File: src/verilog/nsi_pkg.sv
// Constants and types for the fieldbus node state indicator.
// Assumes a 10 MHz ref_clk and a synchronous active-low reset.
`default_nettype none
package nsi_pkg;
    localparam int CLK_HZ = 10000000;
    // Blink timing in milliseconds, as displayed.
    localparam int FLICKER_HALF_MS = 50;
    localparam int BLINK_HALF_MS = 200;
    localparam int FLASH_ON_MS = 200;
    localparam int FLASH_OFF_MS = 200;
    localparam int FLASH_PERIOD_MS = 1000;
    // Base tick of the flash divider.
    localparam int TICK_MS = 50;
    localparam int TICK_CYCLES = CLK_HZ / 1000 * TICK_MS;
    localparam int FLICKER_TICKS = FLICKER_HALF_MS / TICK_MS;
    localparam int BLINK_TICKS = BLINK_HALF_MS / TICK_MS;
    localparam int FLASH_ON_TICKS = FLASH_ON_MS / TICK_MS;
    localparam int FLASH_OFF_TICKS = FLASH_OFF_MS / TICK_MS;
    localparam int PERIOD_TICKS = FLASH_PERIOD_MS / TICK_MS;
    localparam int TIMEOUT_MS = 5000;
    localparam int TIMEOUT_CYCLES = CLK_HZ / 1000 * TIMEOUT_MS;
    localparam logic [4:0] PERIOD_LAST = 5'(PERIOD_TICKS - 1);
    localparam logic [4:0] ON_LEN = 5'(FLASH_ON_TICKS);
    localparam logic [4:0] SLOT_LEN = 5'(FLASH_ON_TICKS + FLASH_OFF_TICKS);
    localparam logic [4:0] FLICKER_LEN = 5'(FLICKER_TICKS);
    localparam logic [4:0] BLINK_LEN = 5'(BLINK_TICKS);
    localparam logic [1:0] PAT_OFF = 2'h0;
    localparam logic [1:0] PAT_ONE = 2'h1;
    localparam logic [1:0] PAT_TWO = 2'h2;
    localparam logic [1:0] PAT_THREE = 2'h3;
    typedef enum logic [2:0] {
        inactiveState,
        plainEthernetFallback,
        preopFirst,
        preopSecond,
        readyToRun,
        runningState,
        haltedState
    } node_state_t;
endpackage
`default_nettype wire

File: src/verilog/flash_pattern.sv
// Flash pattern generator driving one LED from a base tick.
// Assumes tick is a one-cycle pulse on the same clock.
`default_nettype none
module flash_pattern
    import nsi_pkg::*;
(
    input wire logic ref_clk,
    input wire logic nrst,
    input wire logic tick,
    input wire logic [1:0] flashCount,
    output logic ledOn
);
    typedef struct packed {
        logic [4:0] phase;
        logic led;
    } flash_reg_t;
    flash_reg_t st, next_st;
    logic [4:0] slotPos;
    logic [4:0] slotIdx;

    always_comb begin
        next_st = st;
        slotIdx = 5'h00;
        slotPos = st.phase;
        if (st.phase >= SLOT_LEN) begin
            slotIdx = 5'h01;
            slotPos = st.phase - SLOT_LEN;
        end
        if (st.phase >= 5'(2 * SLOT_LEN)) begin
            slotIdx = 5'h02;
            slotPos = st.phase - 5'(2 * SLOT_LEN);
        end
        if (tick) begin
            next_st.phase = (st.phase == PERIOD_LAST) ? 5'h00
                : st.phase + 5'h01;
        end
        next_st.led = (slotIdx < {3'h0, flashCount}) && (slotPos < ON_LEN)
            && (st.phase < 5'(3 * SLOT_LEN));
        if (!nrst) begin
            next_st = '0;
        end
    end

    always_ff @(posedge ref_clk) begin
        st <= next_st;
    end

    assign ledOn = st.led;
endmodule
`default_nettype wire

File: src/verilog/node_state_indicator.sv
// Node state tracker and green/red status LED driver for a fieldbus port.
// Assumes event inputs arrive from a frame receiver on ref_clk.
`default_nettype none
module node_state_indicator
    import nsi_pkg::*;
#(
    parameter int TimeoutCycles = TIMEOUT_CYCLES,
    parameter int TickCycles = TICK_CYCLES
)
(
    input wire logic ref_clk,
    input wire logic nrst,
    input wire logic managingNodeRole,
    input wire logic nodeEnable,
    input wire logic frameSeen,
    input wire logic startOfCycle,
    input wire logic cmdReady,
    input wire logic cmdRun,
    input wire logic cmdHalt,
    input wire logic cmdPreop,
    input wire logic configDone,
    input wire logic managerFailed,
    output logic greenLed,
    output logic redLed,
    output logic ethernetMode,
    output logic realTimeCycle,
    output logic reducedCycle,
    output logic cyclicExchange,
    output logic asyncExchange,
    output logic evaluateInputs,
    output logic mappingActive,
    output logic configureNodes,
    output logic acceptConfig,
    output logic driveOutputs,
    output logic supplyInputs
);
    typedef struct packed {
        node_state_t state;
        logic role;
        logic roleValid;
        logic [31:0] waitCnt;
        logic [31:0] divCnt;
        logic tick;
        logic [4:0] blinkCnt;
        logic blinkLed;
        logic green;
        logic red;
        logic [10:0] outs;
    } nsi_reg_t;
    nsi_reg_t st, next_st;
    logic [1:0] flashCount;
    logic flashLed;
    logic [4:0] blinkLen;
    logic [10:0] next_outs;

    flash_pattern u_flash (
        .ref_clk(ref_clk),
        .nrst(nrst),
        .tick(st.tick),
        .flashCount(flashCount),
        .ledOn(flashLed)
    );

    always_comb begin
        flashCount = PAT_OFF;
        case (st.state)
            preopFirst: flashCount = PAT_ONE;
            preopSecond: flashCount = PAT_TWO;
            readyToRun: flashCount = PAT_THREE;
            default: flashCount = PAT_OFF;
        endcase
    end

    always_comb begin
        next_st = st;
        next_outs = 11'h000;
        blinkLen = (st.state == plainEthernetFallback) ? FLICKER_LEN
            : BLINK_LEN;
        // The role is latched once after reset, so a strap change mid-run
        // cannot move a running node between roles.
        if (!st.roleValid) begin
            next_st.role = managingNodeRole;
            next_st.roleValid = 1'b1;
        end
        next_st.tick = 1'b0;
        if (st.divCnt >= 32'(TickCycles - 1)) begin
            next_st.divCnt = 32'h0000_0000;
            next_st.tick = 1'b1;
        end else begin
            next_st.divCnt = st.divCnt + 32'h0000_0001;
        end
        if (st.tick) begin
            if (st.blinkCnt >= blinkLen - 5'h01) begin
                next_st.blinkCnt = 5'h00;
                next_st.blinkLed = ~st.blinkLed;
            end else begin
                next_st.blinkCnt = st.blinkCnt + 5'h01;
            end
        end
        case (st.state)
            inactiveState: begin
                if (!nodeEnable || !st.roleValid) begin
                    next_st.waitCnt = 32'h0000_0000;
                end else if (st.role) begin
                    if (frameSeen) begin
                        next_st.waitCnt = 32'h0000_0000;
                    end else if (st.waitCnt >= 32'(TimeoutCycles - 1)) begin
                        next_st.state = preopFirst;
                    end else begin
                        next_st.waitCnt = st.waitCnt + 32'h0000_0001;
                    end
                end else begin
                    if (frameSeen) begin
                        next_st.state = preopFirst;
                    end else if (st.waitCnt >= 32'(TimeoutCycles - 1)) begin
                        next_st.state = plainEthernetFallback;
                    end else begin
                        next_st.waitCnt = st.waitCnt + 32'h0000_0001;
                    end
                end
            end
            plainEthernetFallback: begin
                if (!st.role && frameSeen) begin
                    next_st.state = preopFirst;
                end
            end
            preopFirst: begin
                if (!st.role && startOfCycle) begin
                    next_st.state = preopSecond;
                end else if (st.role && configDone) begin
                    next_st.state = preopSecond;
                end
            end
            preopSecond: begin
                if (!st.role && cmdReady) begin
                    next_st.state = readyToRun;
                end else if (st.role && configDone) begin
                    next_st.state = readyToRun;
                end
            end
            readyToRun: begin
                if (cmdRun || (st.role && configDone)) begin
                    next_st.state = runningState;
                end
            end
            runningState: begin
                // halt only on command, never as manager.
                if (!st.role && cmdHalt) begin
                    next_st.state = haltedState;
                end
            end
            haltedState: begin
                if (cmdPreop) begin
                    next_st.state = preopSecond;
                end
            end
            default: next_st.state = inactiveState;
        endcase
        case (st.state)
            plainEthernetFallback, haltedState: next_st.green = st.blinkLed;
            preopFirst, preopSecond, readyToRun: next_st.green = flashLed;
            runningState: next_st.green = 1'b1;
            default: next_st.green = 1'b0;
        endcase
        next_st.red = !st.role && managerFailed &&
            (st.state == preopFirst || st.state == preopSecond ||
             st.state == readyToRun);
        // Order: ether, rt, reduced, cyclic, async, eval, map, cfgNodes,
        // acceptCfg, drive, supply.
        case (st.state)
            plainEthernetFallback: next_outs = 11'h400;
            preopFirst: next_outs = st.role ? 11'h300 : 11'h204;
            preopSecond: next_outs = st.role ? 11'h2d8 : 11'h2c4;
            readyToRun: next_outs = st.role ? 11'h2c0 : 11'h2d2;
            runningState: next_outs = 11'h2fb;
            haltedState: next_outs = 11'h200;
            default: next_outs = 11'h000;
        endcase
        next_st.outs = next_outs;
        if (!nrst) begin
            next_st = '0;
        end
    end

    always_ff @(posedge ref_clk) begin
        st <= next_st;
    end

    assign greenLed = st.green;
    assign redLed = st.red;
    assign ethernetMode = st.outs[10];
    assign realTimeCycle = st.outs[9];
    assign reducedCycle = st.outs[8];
    assign cyclicExchange = st.outs[7];
    assign asyncExchange = st.outs[6];
    assign evaluateInputs = st.outs[5];
    assign mappingActive = st.outs[4];
    assign configureNodes = st.outs[3];
    assign acceptConfig = st.outs[2];
    assign driveOutputs = st.outs[1];
    assign supplyInputs = st.outs[0];

    // Activity outputs lag the state by one edge, so output checks wait
    // until the state has been seen on two edges in a row.
    a_halt_no_manager: assert property (
        @(posedge ref_clk) disable iff (!nrst)
        st.role |-> st.state != haltedState)
        else $error("Manager entered halted state.");
    a_fallback_sticky: assert property (
        @(posedge ref_clk) disable iff (!nrst)
        (st.role && st.state == plainEthernetFallback) |=>
        st.state == plainEthernetFallback)
        else $error("Manager left fallback without reset.");
    a_fallback_wakes: assert property (
        @(posedge ref_clk) disable iff (!nrst)
        (!st.role && st.state == plainEthernetFallback && frameSeen) |=>
        st.state == preopFirst)
        else $error("Controlled node missed wake traffic.");
    a_soc_advance: assert property (
        @(posedge ref_clk) disable iff (!nrst)
        (!st.role && st.state == preopFirst && startOfCycle) |=>
        st.state == preopSecond)
        else $error("Start of cycle ignored.");
    a_ready_cmd: assert property (
        @(posedge ref_clk) disable iff (!nrst)
        (!st.role && st.state == preopSecond && cmdReady) |=>
        st.state == readyToRun)
        else $error("Ready command ignored.");
    a_run_green: assert property (
        @(posedge ref_clk) disable iff (!nrst)
        st.state == runningState [*2] |-> greenLed)
        else $error("Green not steady in running state.");
    a_inactive_dark: assert property (
        @(posedge ref_clk) disable iff (!nrst)
        st.state == inactiveState [*2] |-> !greenLed)
        else $error("Green lit while inactive.");
    a_halted_nodata: assert property (
        @(posedge ref_clk) disable iff (!nrst)
        $past(st.state) == haltedState && st.state == haltedState
        |-> !driveOutputs && !supplyInputs)
        else $error("Halted node moved data.");
    a_red_failure: assert property (
        @(posedge ref_clk) disable iff (!nrst)
        (!st.role && managerFailed && st.state == readyToRun) |=> redLed)
        else $error("Manager failure not shown.");
    a_fallback_plain: assert property (
        @(posedge ref_clk) disable iff (!nrst)
        $past(st.state) == plainEthernetFallback
        && st.state == plainEthernetFallback
        |-> ethernetMode && !realTimeCycle)
        else $error("Fallback ran a real-time cycle.");
    a_manager_traffic_holds: assert property (
        @(posedge ref_clk) disable iff (!nrst)
        (st.role && st.state == inactiveState && frameSeen) |=>
        st.state == inactiveState)
        else $error("Manager started despite bus traffic.");
    a_manager_timeout_start: assert property (
        @(posedge ref_clk) disable iff (!nrst)
        (st.role && st.roleValid && nodeEnable && !frameSeen &&
        st.state == inactiveState && st.waitCnt >= 32'(TimeoutCycles - 1))
        |=> st.state == preopFirst)
        else $error("Manager missed its start timeout.");
    a_cn_traffic_start: assert property (
        @(posedge ref_clk) disable iff (!nrst)
        (!st.role && st.roleValid && nodeEnable && frameSeen &&
        st.state == inactiveState) |=> st.state == preopFirst)
        else $error("Controlled node ignored start traffic.");
    a_cn_timeout_fallback: assert property (
        @(posedge ref_clk) disable iff (!nrst)
        (!st.role && st.roleValid && nodeEnable && !frameSeen &&
        st.state == inactiveState && st.waitCnt >= 32'(TimeoutCycles - 1))
        |=> st.state == plainEthernetFallback)
        else $error("Controlled node missed fallback timeout.");
    a_reduced_cycle_only: assert property (
        @(posedge ref_clk) disable iff (!nrst)
        st.role && $past(st.state) == preopFirst && st.state == preopFirst
        |-> reducedCycle && !cyclicExchange)
        else $error("Manager first preop not in reduced cycle.");
    a_cn_preop_accept: assert property (
        @(posedge ref_clk) disable iff (!nrst)
        !st.role && $past(st.state) == preopFirst && st.state == preopFirst
        |-> acceptConfig && realTimeCycle)
        else $error("Controlled first preop refuses configuration.");
    a_mgr_preop_config: assert property (
        @(posedge ref_clk) disable iff (!nrst)
        st.role && $past(st.state) == preopSecond && st.state == preopSecond
        |-> cyclicExchange && configureNodes && !evaluateInputs)
        else $error("Manager second preop activity wrong.");
    a_cn_config_accept: assert property (
        @(posedge ref_clk) disable iff (!nrst)
        !st.role && $past(st.state) == preopSecond && st.state == preopSecond
        |-> acceptConfig)
        else $error("Controlled second preop refuses configuration.");
    a_mgr_ready_drop: assert property (
        @(posedge ref_clk) disable iff (!nrst)
        st.role && $past(st.state) == readyToRun && st.state == readyToRun
        |-> cyclicExchange && asyncExchange && !evaluateInputs)
        else $error("Manager ready state activity wrong.");
    a_cn_ready_mapped: assert property (
        @(posedge ref_clk) disable iff (!nrst)
        !st.role && $past(st.state) == readyToRun && st.state == readyToRun
        |-> mappingActive && driveOutputs && !evaluateInputs)
        else $error("Controlled ready state activity wrong.");
    a_run_data_active: assert property (
        @(posedge ref_clk) disable iff (!nrst)
        st.state == runningState [*2] |-> mappingActive && evaluateInputs)
        else $error("Running state does not use its data.");
    a_halt_only_cmd: assert property (
        @(posedge ref_clk) disable iff (!nrst)
        (st.state == runningState && !cmdHalt) |=>
        st.state != haltedState)
        else $error("Halted without a halt command.");
    a_halt_leave_cmd: assert property (
        @(posedge ref_clk) disable iff (!nrst)
        (st.state == haltedState && !cmdPreop) |=>
        st.state == haltedState)
        else $error("Left halted without a command.");
    c_reach_run: cover property (@(posedge ref_clk) st.state == runningState);
    c_reach_halt: cover property (@(posedge ref_clk) st.state == haltedState);
    c_reach_fallback: cover property (@(posedge ref_clk)
        st.state == plainEthernetFallback);
    c_red_on: cover property (@(posedge ref_clk) redLed);
endmodule
`default_nettype wire

File: config.mk
export PLATFORM = sky130hd
export DESIGN_NAME = node_state_indicator
export DESIGN_NICKNAME = d
export VERILOG_FILES = /design/src/verilog/nsi_pkg.sv /design/src/verilog/flash_pattern.sv /design/src/verilog/node_state_indicator.sv
export SDC_FILE = /design/constraint.sdc
export NUM_CORES = 1
export LEC_CHECK = 0
export ABC_CLOCK_PERIOD_IN_PS = 2100
export BUFFER_PORTS_ARGS = -buffer_cell sky130_fd_sc_hd__buf_4
export CAP_MARGIN = 20
export CORE_MARGIN = 2
export CORE_UTILIZATION = 40
export CTS_CLUSTER_SIZE = 16
export DETAILED_ROUTE_END_ITERATION = 6
export PLACE_DENSITY = 0.68
export SYNTH_ARGS = -nofsm -noshare
export SYNTH_HDL_FRONTEND = slang
export SYNTH_SLANG_ARGS = --single-unit
File: constraint.sdc
create_clock -name ref_clk -period 2.1 [get_ports ref_clk]
set_input_delay 0.315 -clock ref_clk [delete_from_list [all_inputs] [get_ports ref_clk]]
set_output_delay 0.315 -clock ref_clk [all_outputs]
set_load 0.02 [all_outputs]
==> impl_metrics.xml, run 1 <==
<?xml version="1.0" encoding="UTF-8"?>
<metrics>
  <group name="worst_setup_path">
    <metric name="rrSetupSlack" unit="ns">0.08</metric>
    <metric name="path_max_fanout" unit="">5</metric>
    <metric name="rr_worst_depth" unit="">6</metric>
    <metric name="critical_path_arrival" unit="ns">2.29</metric>
    <metric name="critical_path.reg2reg.endpoint" unit="">st[73]</metric>
    <metric name="crit-reg2reg-launch" unit="">st[67]</metric>
    <metric name="critPathKind" unit="">reg -&gt; reg</metric>
    <metric name="crit_required" unit="ns">2.36</metric>
    <metric name="critical_path.startpoint_type" unit="">flop</metric>
    <metric name="worstSetupEndpointType" unit="">flop</metric>
  </group>
  <group name="pwr">
    <metric name="switchingPower" unit="µW">870</metric>
    <metric name="p_int" unit="mW">2.37</metric>
    <metric name="leakage" unit="nW">2.02</metric>
    <metric name="power.combinational.fraction" unit="%">8.0</metric>
    <metric name="power.share.switching" unit="%">26.9</metric>
    <metric name="power.density_cell_area" unit="nW/µm²">618</metric>
    <metric name="vdd.ir_drop.worst" unit="µV">364</metric>
    <metric name="clockPowerShare" unit="%">35.7</metric>
    <metric name="seqPwrFrac" unit="%">56.4</metric>
  </group>
  <group name="global_route">
    <metric name="antenna_found_initial" unit="">0</metric>
    <metric name="grt_max_degree" unit="">19</metric>
    <metric name="grt_remaining_overflow" unit="">0</metric>
    <metric name="first_global_vias" unit="">3582</metric>
    <metric name="grt_pass1_wl" unit="µm">16700</metric>
    <metric name="grt_usage" unit="%">18.1</metric>
  </group>
  <group name="drt">
    <metric name="drc" unit="">0</metric>
    <metric name="vias" unit="">3851</metric>
    <metric name="avgViaCountPerCell" unit="">5.42</metric>
    <metric name="detailedRoute.firstPassIterationCount" unit="">5</metric>
    <metric name="dr.first_iter.drc_count" unit="">264</metric>
    <metric name="finalWirelength" unit="µm">9850</metric>
    <metric name="final_antenna_net_count" unit="">0</metric>
    <metric name="avgRoutedWirePerCell" unit="µm">13.9</metric>
  </group>
  <group name="run_status">
    <metric name="status" unit="">completed</metric>
  </group>
  <group name="die">
    <metric name="die_width" unit="µm">107</metric>
    <metric name="area_of_the_core_region" unit="µm²">10400</metric>
    <metric name="dieArea" unit="µm²">11500</metric>
    <metric name="die_h" unit="µm">107</metric>
    <metric name="ios" unit="">25</metric>
    <metric name="floorplan.initialDensity" unit="%">41.3</metric>
    <metric name="rows" unit="">37</metric>
  </group>
  <group name="timing">
    <metric name="timing.final.hold_violations" unit="">0</metric>
    <metric name="rsz_0062_raised_after_global_routing" unit="">true</metric>
    <metric name="report.final.setup_viol" unit="">0</metric>
    <metric name="setup-tns-final" unit="ns">0</metric>
    <metric name="fin_crit_sh" unit="%">96.4</metric>
    <metric name="timing_max_transition_violations_final" unit="">0</metric>
    <metric name="timing.fmax" unit="MHz">494</metric>
    <metric name="worst_slew_margin_rel" unit="%">63.5</metric>
    <metric name="fin_crit" unit="ns">2.02</metric>
    <metric name="clock_skew_after_layout" unit="ns">0.0132</metric>
    <metric name="worst_slew_pin_slew" unit="ns">0.541</metric>
  </group>
  <group name="clock_network">
    <metric name="clock_transition_at_path_regs" unit="ns">0.10</metric>
    <metric name="cts_tree" unit="">built</metric>
    <metric name="clockRootBuffer" unit="">sky130_fd_sc_hd__clkbuf_8</metric>
    <metric name="cts_max_level" unit="">3</metric>
    <metric name="cts_num_sinks" unit="">93</metric>
    <metric name="tritoncts.num_buffers" unit="">9</metric>
    <metric name="clock_tree.buffer_depth" unit="">2</metric>
    <metric name="clk-insertion-delay-late" unit="ns">0.38</metric>
  </group>
  <group name="worst_hold_path">
    <metric name="worstHoldEndpoint" unit="">st[85]</metric>
    <metric name="min_delay_path_depth" unit="">3</metric>
    <metric name="holdCritPathClass" unit="">in -&gt; reg</metric>
    <metric name="min-delay-start" unit="">managingNodeRole</metric>
  </group>
  <group name="cells_and_area">
    <metric name="antennaDiodeCount" unit="">0</metric>
    <metric name="layout-area-overhead-vs-synth" unit="%">22.4</metric>
    <metric name="post_route_cells_drive_above_1_share" unit="%">20.7</metric>
    <metric name="register_area" unit="µm²">1870</metric>
    <metric name="final_area" unit="µm²">5240</metric>
    <metric name="largestRegisters" unit="">st: 76 flops, u_flash.st: 5 flops</metric>
    <metric name="fillers" unit="">941</metric>
    <metric name="number_of_flip_flops_under_the_largest_register_name" unit="">76</metric>
    <metric name="multiInputGateArea" unit="µm²">2380</metric>
    <metric name="nets" unit="">594</metric>
    <metric name="largest-register" unit="">st</metric>
  </group>
  <group name="placed_design">
    <metric name="placed_cell_area" unit="µm²">4950</metric>
    <metric name="port_buffers" unit="">24</metric>
    <metric name="dp_hpwl" unit="µm">7170</metric>
    <metric name="gp_routability_congestion" unit="">0.890</metric>
  </group>
  <group name="logic_synthesis">
    <metric name="synth-edff-count" unit="">0</metric>
    <metric name="syn_inst" unit="">494</metric>
    <metric name="synth_area" unit="µm²">4280</metric>
    <metric name="number_of_unique_standard_cell_types_used_by_synthesis" unit="">64</metric>
    <metric name="synth_async_sr_flop_share" unit="%">0</metric>
    <metric name="ys_ff_latch" unit="">93</metric>
    <metric name="yosysSeqAreaShare" unit="%">43.5</metric>
    <metric name="ys.flop_type" unit="">sky130_fd_sc_hd__dfxtp_1</metric>
    <metric name="yosys_warnings" unit="">0</metric>
    <metric name="avgSynthCellArea" unit="µm²">8.66</metric>
  </group>
  <group name="flow_run">
    <metric name="maxCapViolations" unit="">0</metric>
  </group>
</metrics>
critical path, stage by stage, from the launching register on:
cell and delay (ns):
sky130_fd_sc_hd__dfxtp_2 0.36, sky130_fd_sc_hd__nand4_4 0.13, sky130_fd_sc_hd__or4_4 0.45, sky130_fd_sc_hd__a211o_4 0.37, sky130_fd_sc_hd__or2_1 0.32, sky130_fd_sc_hd__a41oi_1 0.22
sky130_fd_sc_hd__a31oi_1 0.06
per-layer routing:
layer  routed length, µm  vias to the layer above  part of all wire [%]  global-route usage, %
met5                   0                        -                     0                      0
met4                 213                        0                   2.2                   8.15
met3                 513                       18                   5.2                   4.42
met2                4650                      106                    47                   29.2
met1                4470                     1804                    45                   22.8
li1                    -                     1923                     -                      -
cells by family after synthesis:
family	share of synthesized area [%]
XOR/XNOR	4.91
buffers and inverters	3.77
other	0.0876
multiplexers	1.40
flip-flops	43.5
AO/OA/AOI/OAI	16.6
adder cells (fa/ha/maj)	3.51
AND/OR/NAND/NOR	26.3
cell usage in the layout (no fill, tap or decap), drive strengths merged, types with 6 or more instances in the layout:
master	instances
nand3	19
dfxtp	93
nor2	61
o21ai	16
mux2i	6
clkbuf	9
ha	12
nand2	53
nor4	10
conb	13
nor2b	6
o31ai	10
inv	18
xnor2	9
a21oi	16
o311ai	8
nand4	12
or3	6
a31oi	10
o211ai	8
nor3	18
buf	74
and3	12
and2	10
xor2	15
cells in the mapped netlist (5+ instances only):
cell | number | area, µm²
sky130_fd_sc_hd__o21ai_0 | 13 | 65.1
sky130_fd_sc_hd__nor4_1 | 10 | 62.6
sky130_fd_sc_hd__and2_1 | 9 | 56.3
sky130_fd_sc_hd__or3_1 | 5 | 31.3
sky130_fd_sc_hd__nor3_1 | 17 | 85.1
sky130_fd_sc_hd__mux2i_1 | 6 | 60.1
sky130_fd_sc_hd__nor2b_1 | 6 | 37.5
sky130_fd_sc_hd__dfxtp_1 | 93 | 1860
sky130_fd_sc_hd__o31ai_1 | 10 | 75.1
sky130_fd_sc_hd__nand3_1 | 19 | 95.1
sky130_fd_sc_hd__nand2_1 | 53 | 199
sky130_fd_sc_hd__xor2_1 | 15 | 131
sky130_fd_sc_hd__nor2_1 | 60 | 225
sky130_fd_sc_hd__and3_1 | 12 | 75.1
sky130_fd_sc_hd__nand4_1 | 11 | 68.8
sky130_fd_sc_hd__a21oi_1 | 16 | 80.1
sky130_fd_sc_hd__o311ai_0 | 8 | 70.1
sky130_fd_sc_hd__ha_1 | 12 | 150
sky130_fd_sc_hd__o211ai_1 | 7 | 52.6
sky130_fd_sc_hd__a31oi_1 | 10 | 62.6
sky130_fd_sc_hd__inv_1 | 13 | 48.8
sky130_fd_sc_hd__clkbuf_1 | 12 | 45.0
sky130_fd_sc_hd__xnor2_1 | 9 | 78.8
timing repair:
action                     CTS  global route
pin swaps                    0             8
gates resized for setup      1            19
setup endpoints to repair    4            44
hold buffers                 0             0
setup buffers                0             1
power by group through the flow:
stage / sequential (mW) / combinational, mW / clock (mW)
after floorplan: 1.86 / 0.157 / 0
after global placement: 1.86 / 0.249 / 0
after detailed placement: 1.87 / 0.256 / 0
after CTS: 1.82 / 0.257 / 1.20
after global routing: 1.83 / 0.286 / 1.29
final: 1.82 / 0.257 / 1.15
worst max-delay path by stage:
stage / from / endpoint / slack, ns
after floorplan: st[69] / st[65] / 0.07
after global placement: st[67] / st[77] / 0.05
after detailed placement: st[65] / st[77] / -0.003
after CTS: st[65] / st[66] / 0.002
after global routing: st[67] / st[69] / -0.007
final: st[67] / st[73] / 0.08
cell type report:
type | count | share of cell area, %
Multi-Input combinational cell | 377 | 45.5
Sequential cell | 93 | 35.6
Timing Repair Buffer | 74 | 10.8
Tap cell | 136 | 3.25
Clock buffer | 9 | 2.37
Clock inverter | 7 | 1.31
Inverter | 15 | 1.08
metrics by stage:
stage	utilization, %	power (mW)	worst slack, ns	cells	hold WS, ns
floorplan	-	2.02	0.0741	506	0.343
global placement	47.7	2.11	0.0536	694	0.441
detailed placement	47.7	2.12	-0.00288	694	0.449
CTS	49.6	3.28	0.00168	710	0.160
global route	50.5	3.41	-0.00731	711	0.159
finish	50.5	3.24	0.0750	711	0.173
No activity file was read; power rests on OpenSTA's default activity.
==> run 2, diff against run 1 <==
--- a/config.mk
+++ b/config.mk
@@ -5,10 +5,8 @@
 export SDC_FILE = /design/constraint.sdc
 export NUM_CORES = 1
 export LEC_CHECK = 0
-export ABC_CLOCK_PERIOD_IN_PS = 2100
 export BUFFER_PORTS_ARGS = -buffer_cell sky130_fd_sc_hd__buf_4
 export CAP_MARGIN = 20
-export CORE_MARGIN = 2
 export CORE_UTILIZATION = 40
 export CTS_CLUSTER_SIZE = 16
 export DETAILED_ROUTE_END_ITERATION = 6
==> impl_metrics.xml, run 2 (synthesis results as in run 1) <==
<?xml version="1.0" encoding="UTF-8"?>
<metrics>
  <group name="run_status">
    <metric name="status" unit="">completed</metric>
  </group>
  <group name="timing">
    <metric name="rsz_0062_raised_after_global_routing" unit="">true</metric>
    <metric name="worst_slew_margin_rel" unit="%">64.9</metric>
    <metric name="report.final.setup_viol" unit="">0</metric>
    <metric name="timing.final.hold_violations" unit="">0</metric>
    <metric name="fin_crit_sh" unit="%">97.5</metric>
    <metric name="worst_slew_pin_slew" unit="ns">0.520</metric>
    <metric name="clock_skew_after_layout" unit="ns">0.00772</metric>
    <metric name="fin_crit" unit="ns">2.05</metric>
    <metric name="layout_setup_ws" unit="ns">0.0528</metric>
    <metric name="timing.fmax" unit="MHz">488</metric>
    <metric name="timing_max_transition_violations_final" unit="">0</metric>
  </group>
  <group name="placed_design">
    <metric name="dp_hpwl" unit="µm">7580</metric>
    <metric name="gp_routability_congestion" unit="">0.908</metric>
    <metric name="placed_cell_area" unit="µm²">4950</metric>
    <metric name="dp_slack" unit="ns">0.0427</metric>
    <metric name="placed_cells_incl_taps" unit="">694</metric>
    <metric name="port_buffers" unit="">24</metric>
  </group>
  <group name="cells_and_area">
    <metric name="post_route_cells_drive_above_1_share" unit="%">20.2</metric>
    <metric name="mostFrequentLayoutCell" unit="">sky130_fd_sc_hd__dfxtp_1</metric>
    <metric name="largest-register" unit="">st</metric>
    <metric name="fin_util" unit="%">50.0</metric>
    <metric name="final_area" unit="µm²">5180</metric>
    <metric name="antennaDiodeCount" unit="">0</metric>
    <metric name="instances_no_fill" unit="">709</metric>
    <metric name="fillers" unit="">952</metric>
    <metric name="number_of_flip_flops_under_the_largest_register_name" unit="">76</metric>
    <metric name="largestRegisters" unit="">st: 76 flops, u_flash.st: 5 flops</metric>
    <metric name="nets" unit="">593</metric>
    <metric name="most_frequent_cells_in_the_layout" unit="">sky130_fd_sc_hd__dfxtp_1 (89), sky130_fd_sc_hd__buf_4 (71), sky130_fd_sc_hd__nor2_1 (59)</metric>
    <metric name="layout-area-overhead-vs-synth" unit="%">21.1</metric>
  </group>
  <group name="worst_setup_path">
    <metric name="critical-path-max-stage-delay" unit="ns">0.44</metric>
    <metric name="path_cells" unit="">nand4_2, or4_4, a211o_4, o21a_4, buf_4, a41oi_1, a31oi_1</metric>
    <metric name="crit-reg2reg-launch" unit="">st[67]</metric>
    <metric name="path_max_fanout" unit="">7</metric>
    <metric name="worstSetupEndpointType" unit="">flop</metric>
    <metric name="rrSetupSlack" unit="ns">0.05</metric>
    <metric name="critical_path.reg2reg.endpoint" unit="">st[64]</metric>
    <metric name="critical_path_arrival" unit="ns">2.30</metric>
    <metric name="critical_path.startpoint_type" unit="">flop</metric>
    <metric name="crit_required" unit="ns">2.35</metric>
    <metric name="crit_buf_inv" unit="">1</metric>
    <metric name="top_cell_family_by_delay_on_the_critical_path" unit="">compound AO/OA/AOI/OAI gates</metric>
    <metric name="rr_worst_depth" unit="">7</metric>
    <metric name="crit_slowest_cell" unit="">sky130_fd_sc_hd__or4_4</metric>
    <metric name="critPathKind" unit="">reg -&gt; reg</metric>
  </group>
  <group name="clock_network">
    <metric name="clock_transition_at_path_regs" unit="ns">0.09</metric>
    <metric name="clockRootBuffer" unit="">sky130_fd_sc_hd__clkbuf_8</metric>
    <metric name="hold_buffers" unit="">0</metric>
    <metric name="tritoncts.num_buffers" unit="">9</metric>
    <metric name="cts_post_setup_buffers_inserted" unit="">0</metric>
    <metric name="cts_tree" unit="">built</metric>
    <metric name="cts_max_level" unit="">3</metric>
    <metric name="clock_tree.buffer_depth" unit="">2</metric>
    <metric name="clk-insertion-delay-late" unit="ns">0.36</metric>
    <metric name="cts_resized" unit="">0</metric>
    <metric name="cts_num_sinks" unit="">93</metric>
  </group>
  <group name="die">
    <metric name="rows" unit="">37</metric>
    <metric name="area_of_the_core_region" unit="µm²">10400</metric>
    <metric name="die_h" unit="µm">105</metric>
    <metric name="die_width" unit="µm">105</metric>
    <metric name="ios" unit="">25</metric>
    <metric name="dieArea" unit="µm²">11100</metric>
    <metric name="floorplan.initialDensity" unit="%">41.3</metric>
  </group>
  <group name="drt">
    <metric name="dr.first_iter.drc_count" unit="">252</metric>
    <metric name="avgViaCountPerCell" unit="">5.57</metric>
    <metric name="detailedRoute.firstPassIterationCount" unit="">5</metric>
    <metric name="drc" unit="">0</metric>
    <metric name="vias" unit="">3951</metric>
    <metric name="avgRoutedWirePerCell" unit="µm">14.8</metric>
    <metric name="final_antenna_net_count" unit="">0</metric>
    <metric name="finalWirelength" unit="µm">10500</metric>
  </group>
  <group name="pwr">
    <metric name="sum_of_internal_switching_and_leakage_power" unit="mW">3.18</metric>
    <metric name="power.density_cell_area" unit="nW/µm²">613</metric>
    <metric name="vdd.ir_drop.worst" unit="µV">253</metric>
    <metric name="leakage" unit="nW">2.00</metric>
  </group>
  <group name="global_route">
    <metric name="antenna_found_initial" unit="">0</metric>
    <metric name="grt_max_degree" unit="">19</metric>
    <metric name="grt_remaining_overflow" unit="">0</metric>
    <metric name="met2_usage" unit="%">33.0</metric>
    <metric name="met3_usage" unit="%">4.89</metric>
    <metric name="groute.layer.met1.usage" unit="%">23.6</metric>
    <metric name="gr-max-usage-layer" unit="">met2</metric>
    <metric name="first_global_vias" unit="">3799</metric>
    <metric name="grt_pass1_wl" unit="µm">17500</metric>
    <metric name="grt_usage" unit="%">19.6</metric>
  </group>
  <group name="worst_hold_path">
    <metric name="min-delay-start" unit="">nrst</metric>
    <metric name="holdCritPathClass" unit="">in -&gt; reg</metric>
    <metric name="worstHoldEndpoint" unit="">st[84]</metric>
    <metric name="min_delay_path_depth" unit="">1</metric>
  </group>
  <group name="flow_run">
    <metric name="maxCapViolations" unit="">0</metric>
  </group>
</metrics>
[run 2: cell count changes in the layout (fill, tap and decap cells not counted), sizes merged]
cell,before,now
inv,18,17
buf,74,73
clkbuf,9,10
clkinvlp,2,1
[run 2: final cells by class]
type                            instances  area, µm²  share of cell area, %
Multi-Input combinational cell        377       2350                   45.4
Inverter                               15       56.3                   1.09
Clock buffer                           10        138                   2.66
Tap cell                              136        170                   3.28
Timing Repair Buffer                   73        564                   10.9
Sequential cell                        93       1870                   36.0
Clock inverter                          5       35.0                  0.676
[run 2: routing by layer]
layer,vias to the layer above,wire (µm)
li1,1922,-
met4,0,257
met5,-,0
met1,1859,4560
met3,33,611
met2,137,5030
[run 2: worst max-delay path by stage]
stage                       from  endpoint  slack [ns]  depth (start not counted)
final                     st[67]    st[64]        0.05                          7
after global routing      st[52]    st[63]       -0.02                          8
after CTS                 st[67]    st[58]        0.03                          6
after detailed placement  st[67]    st[74]        0.04                          6
after global placement    st[69]    st[64]        0.09                          7
after floorplan           st[69]    st[65]        0.07                          7
[run 2: worst reg2reg max path: stages (launching register included)]
cell and delay [ns]:
sky130_fd_sc_hd__dfxtp_2 0.35, sky130_fd_sc_hd__nand4_2 0.12, sky130_fd_sc_hd__or4_4 0.44, sky130_fd_sc_hd__a211o_4 0.39, sky130_fd_sc_hd__o21a_4 0.25, sky130_fd_sc_hd__buf_4 0.15, sky130_fd_sc_hd__a41oi_1 0.18, sky130_fd_sc_hd__a31oi_1 0.06
[run 2: report_power, final]
part / internal [mW] / total, mW / switching, mW
sequential: 1.80 / 1.82 / 0.0242
combinational: 0.107 / 0.259 / 0.151
clock: 0.461 / 1.09 / 0.633
[run 2: stage by stage]
step	TNS [ns]	hold slack (ns)
after detailed placement	0	0.449
after global placement	0	0.441
after floorplan	0	0.343
final	0	0.217
after CTS	0	0.207
after global routing	-0.0286	0.204
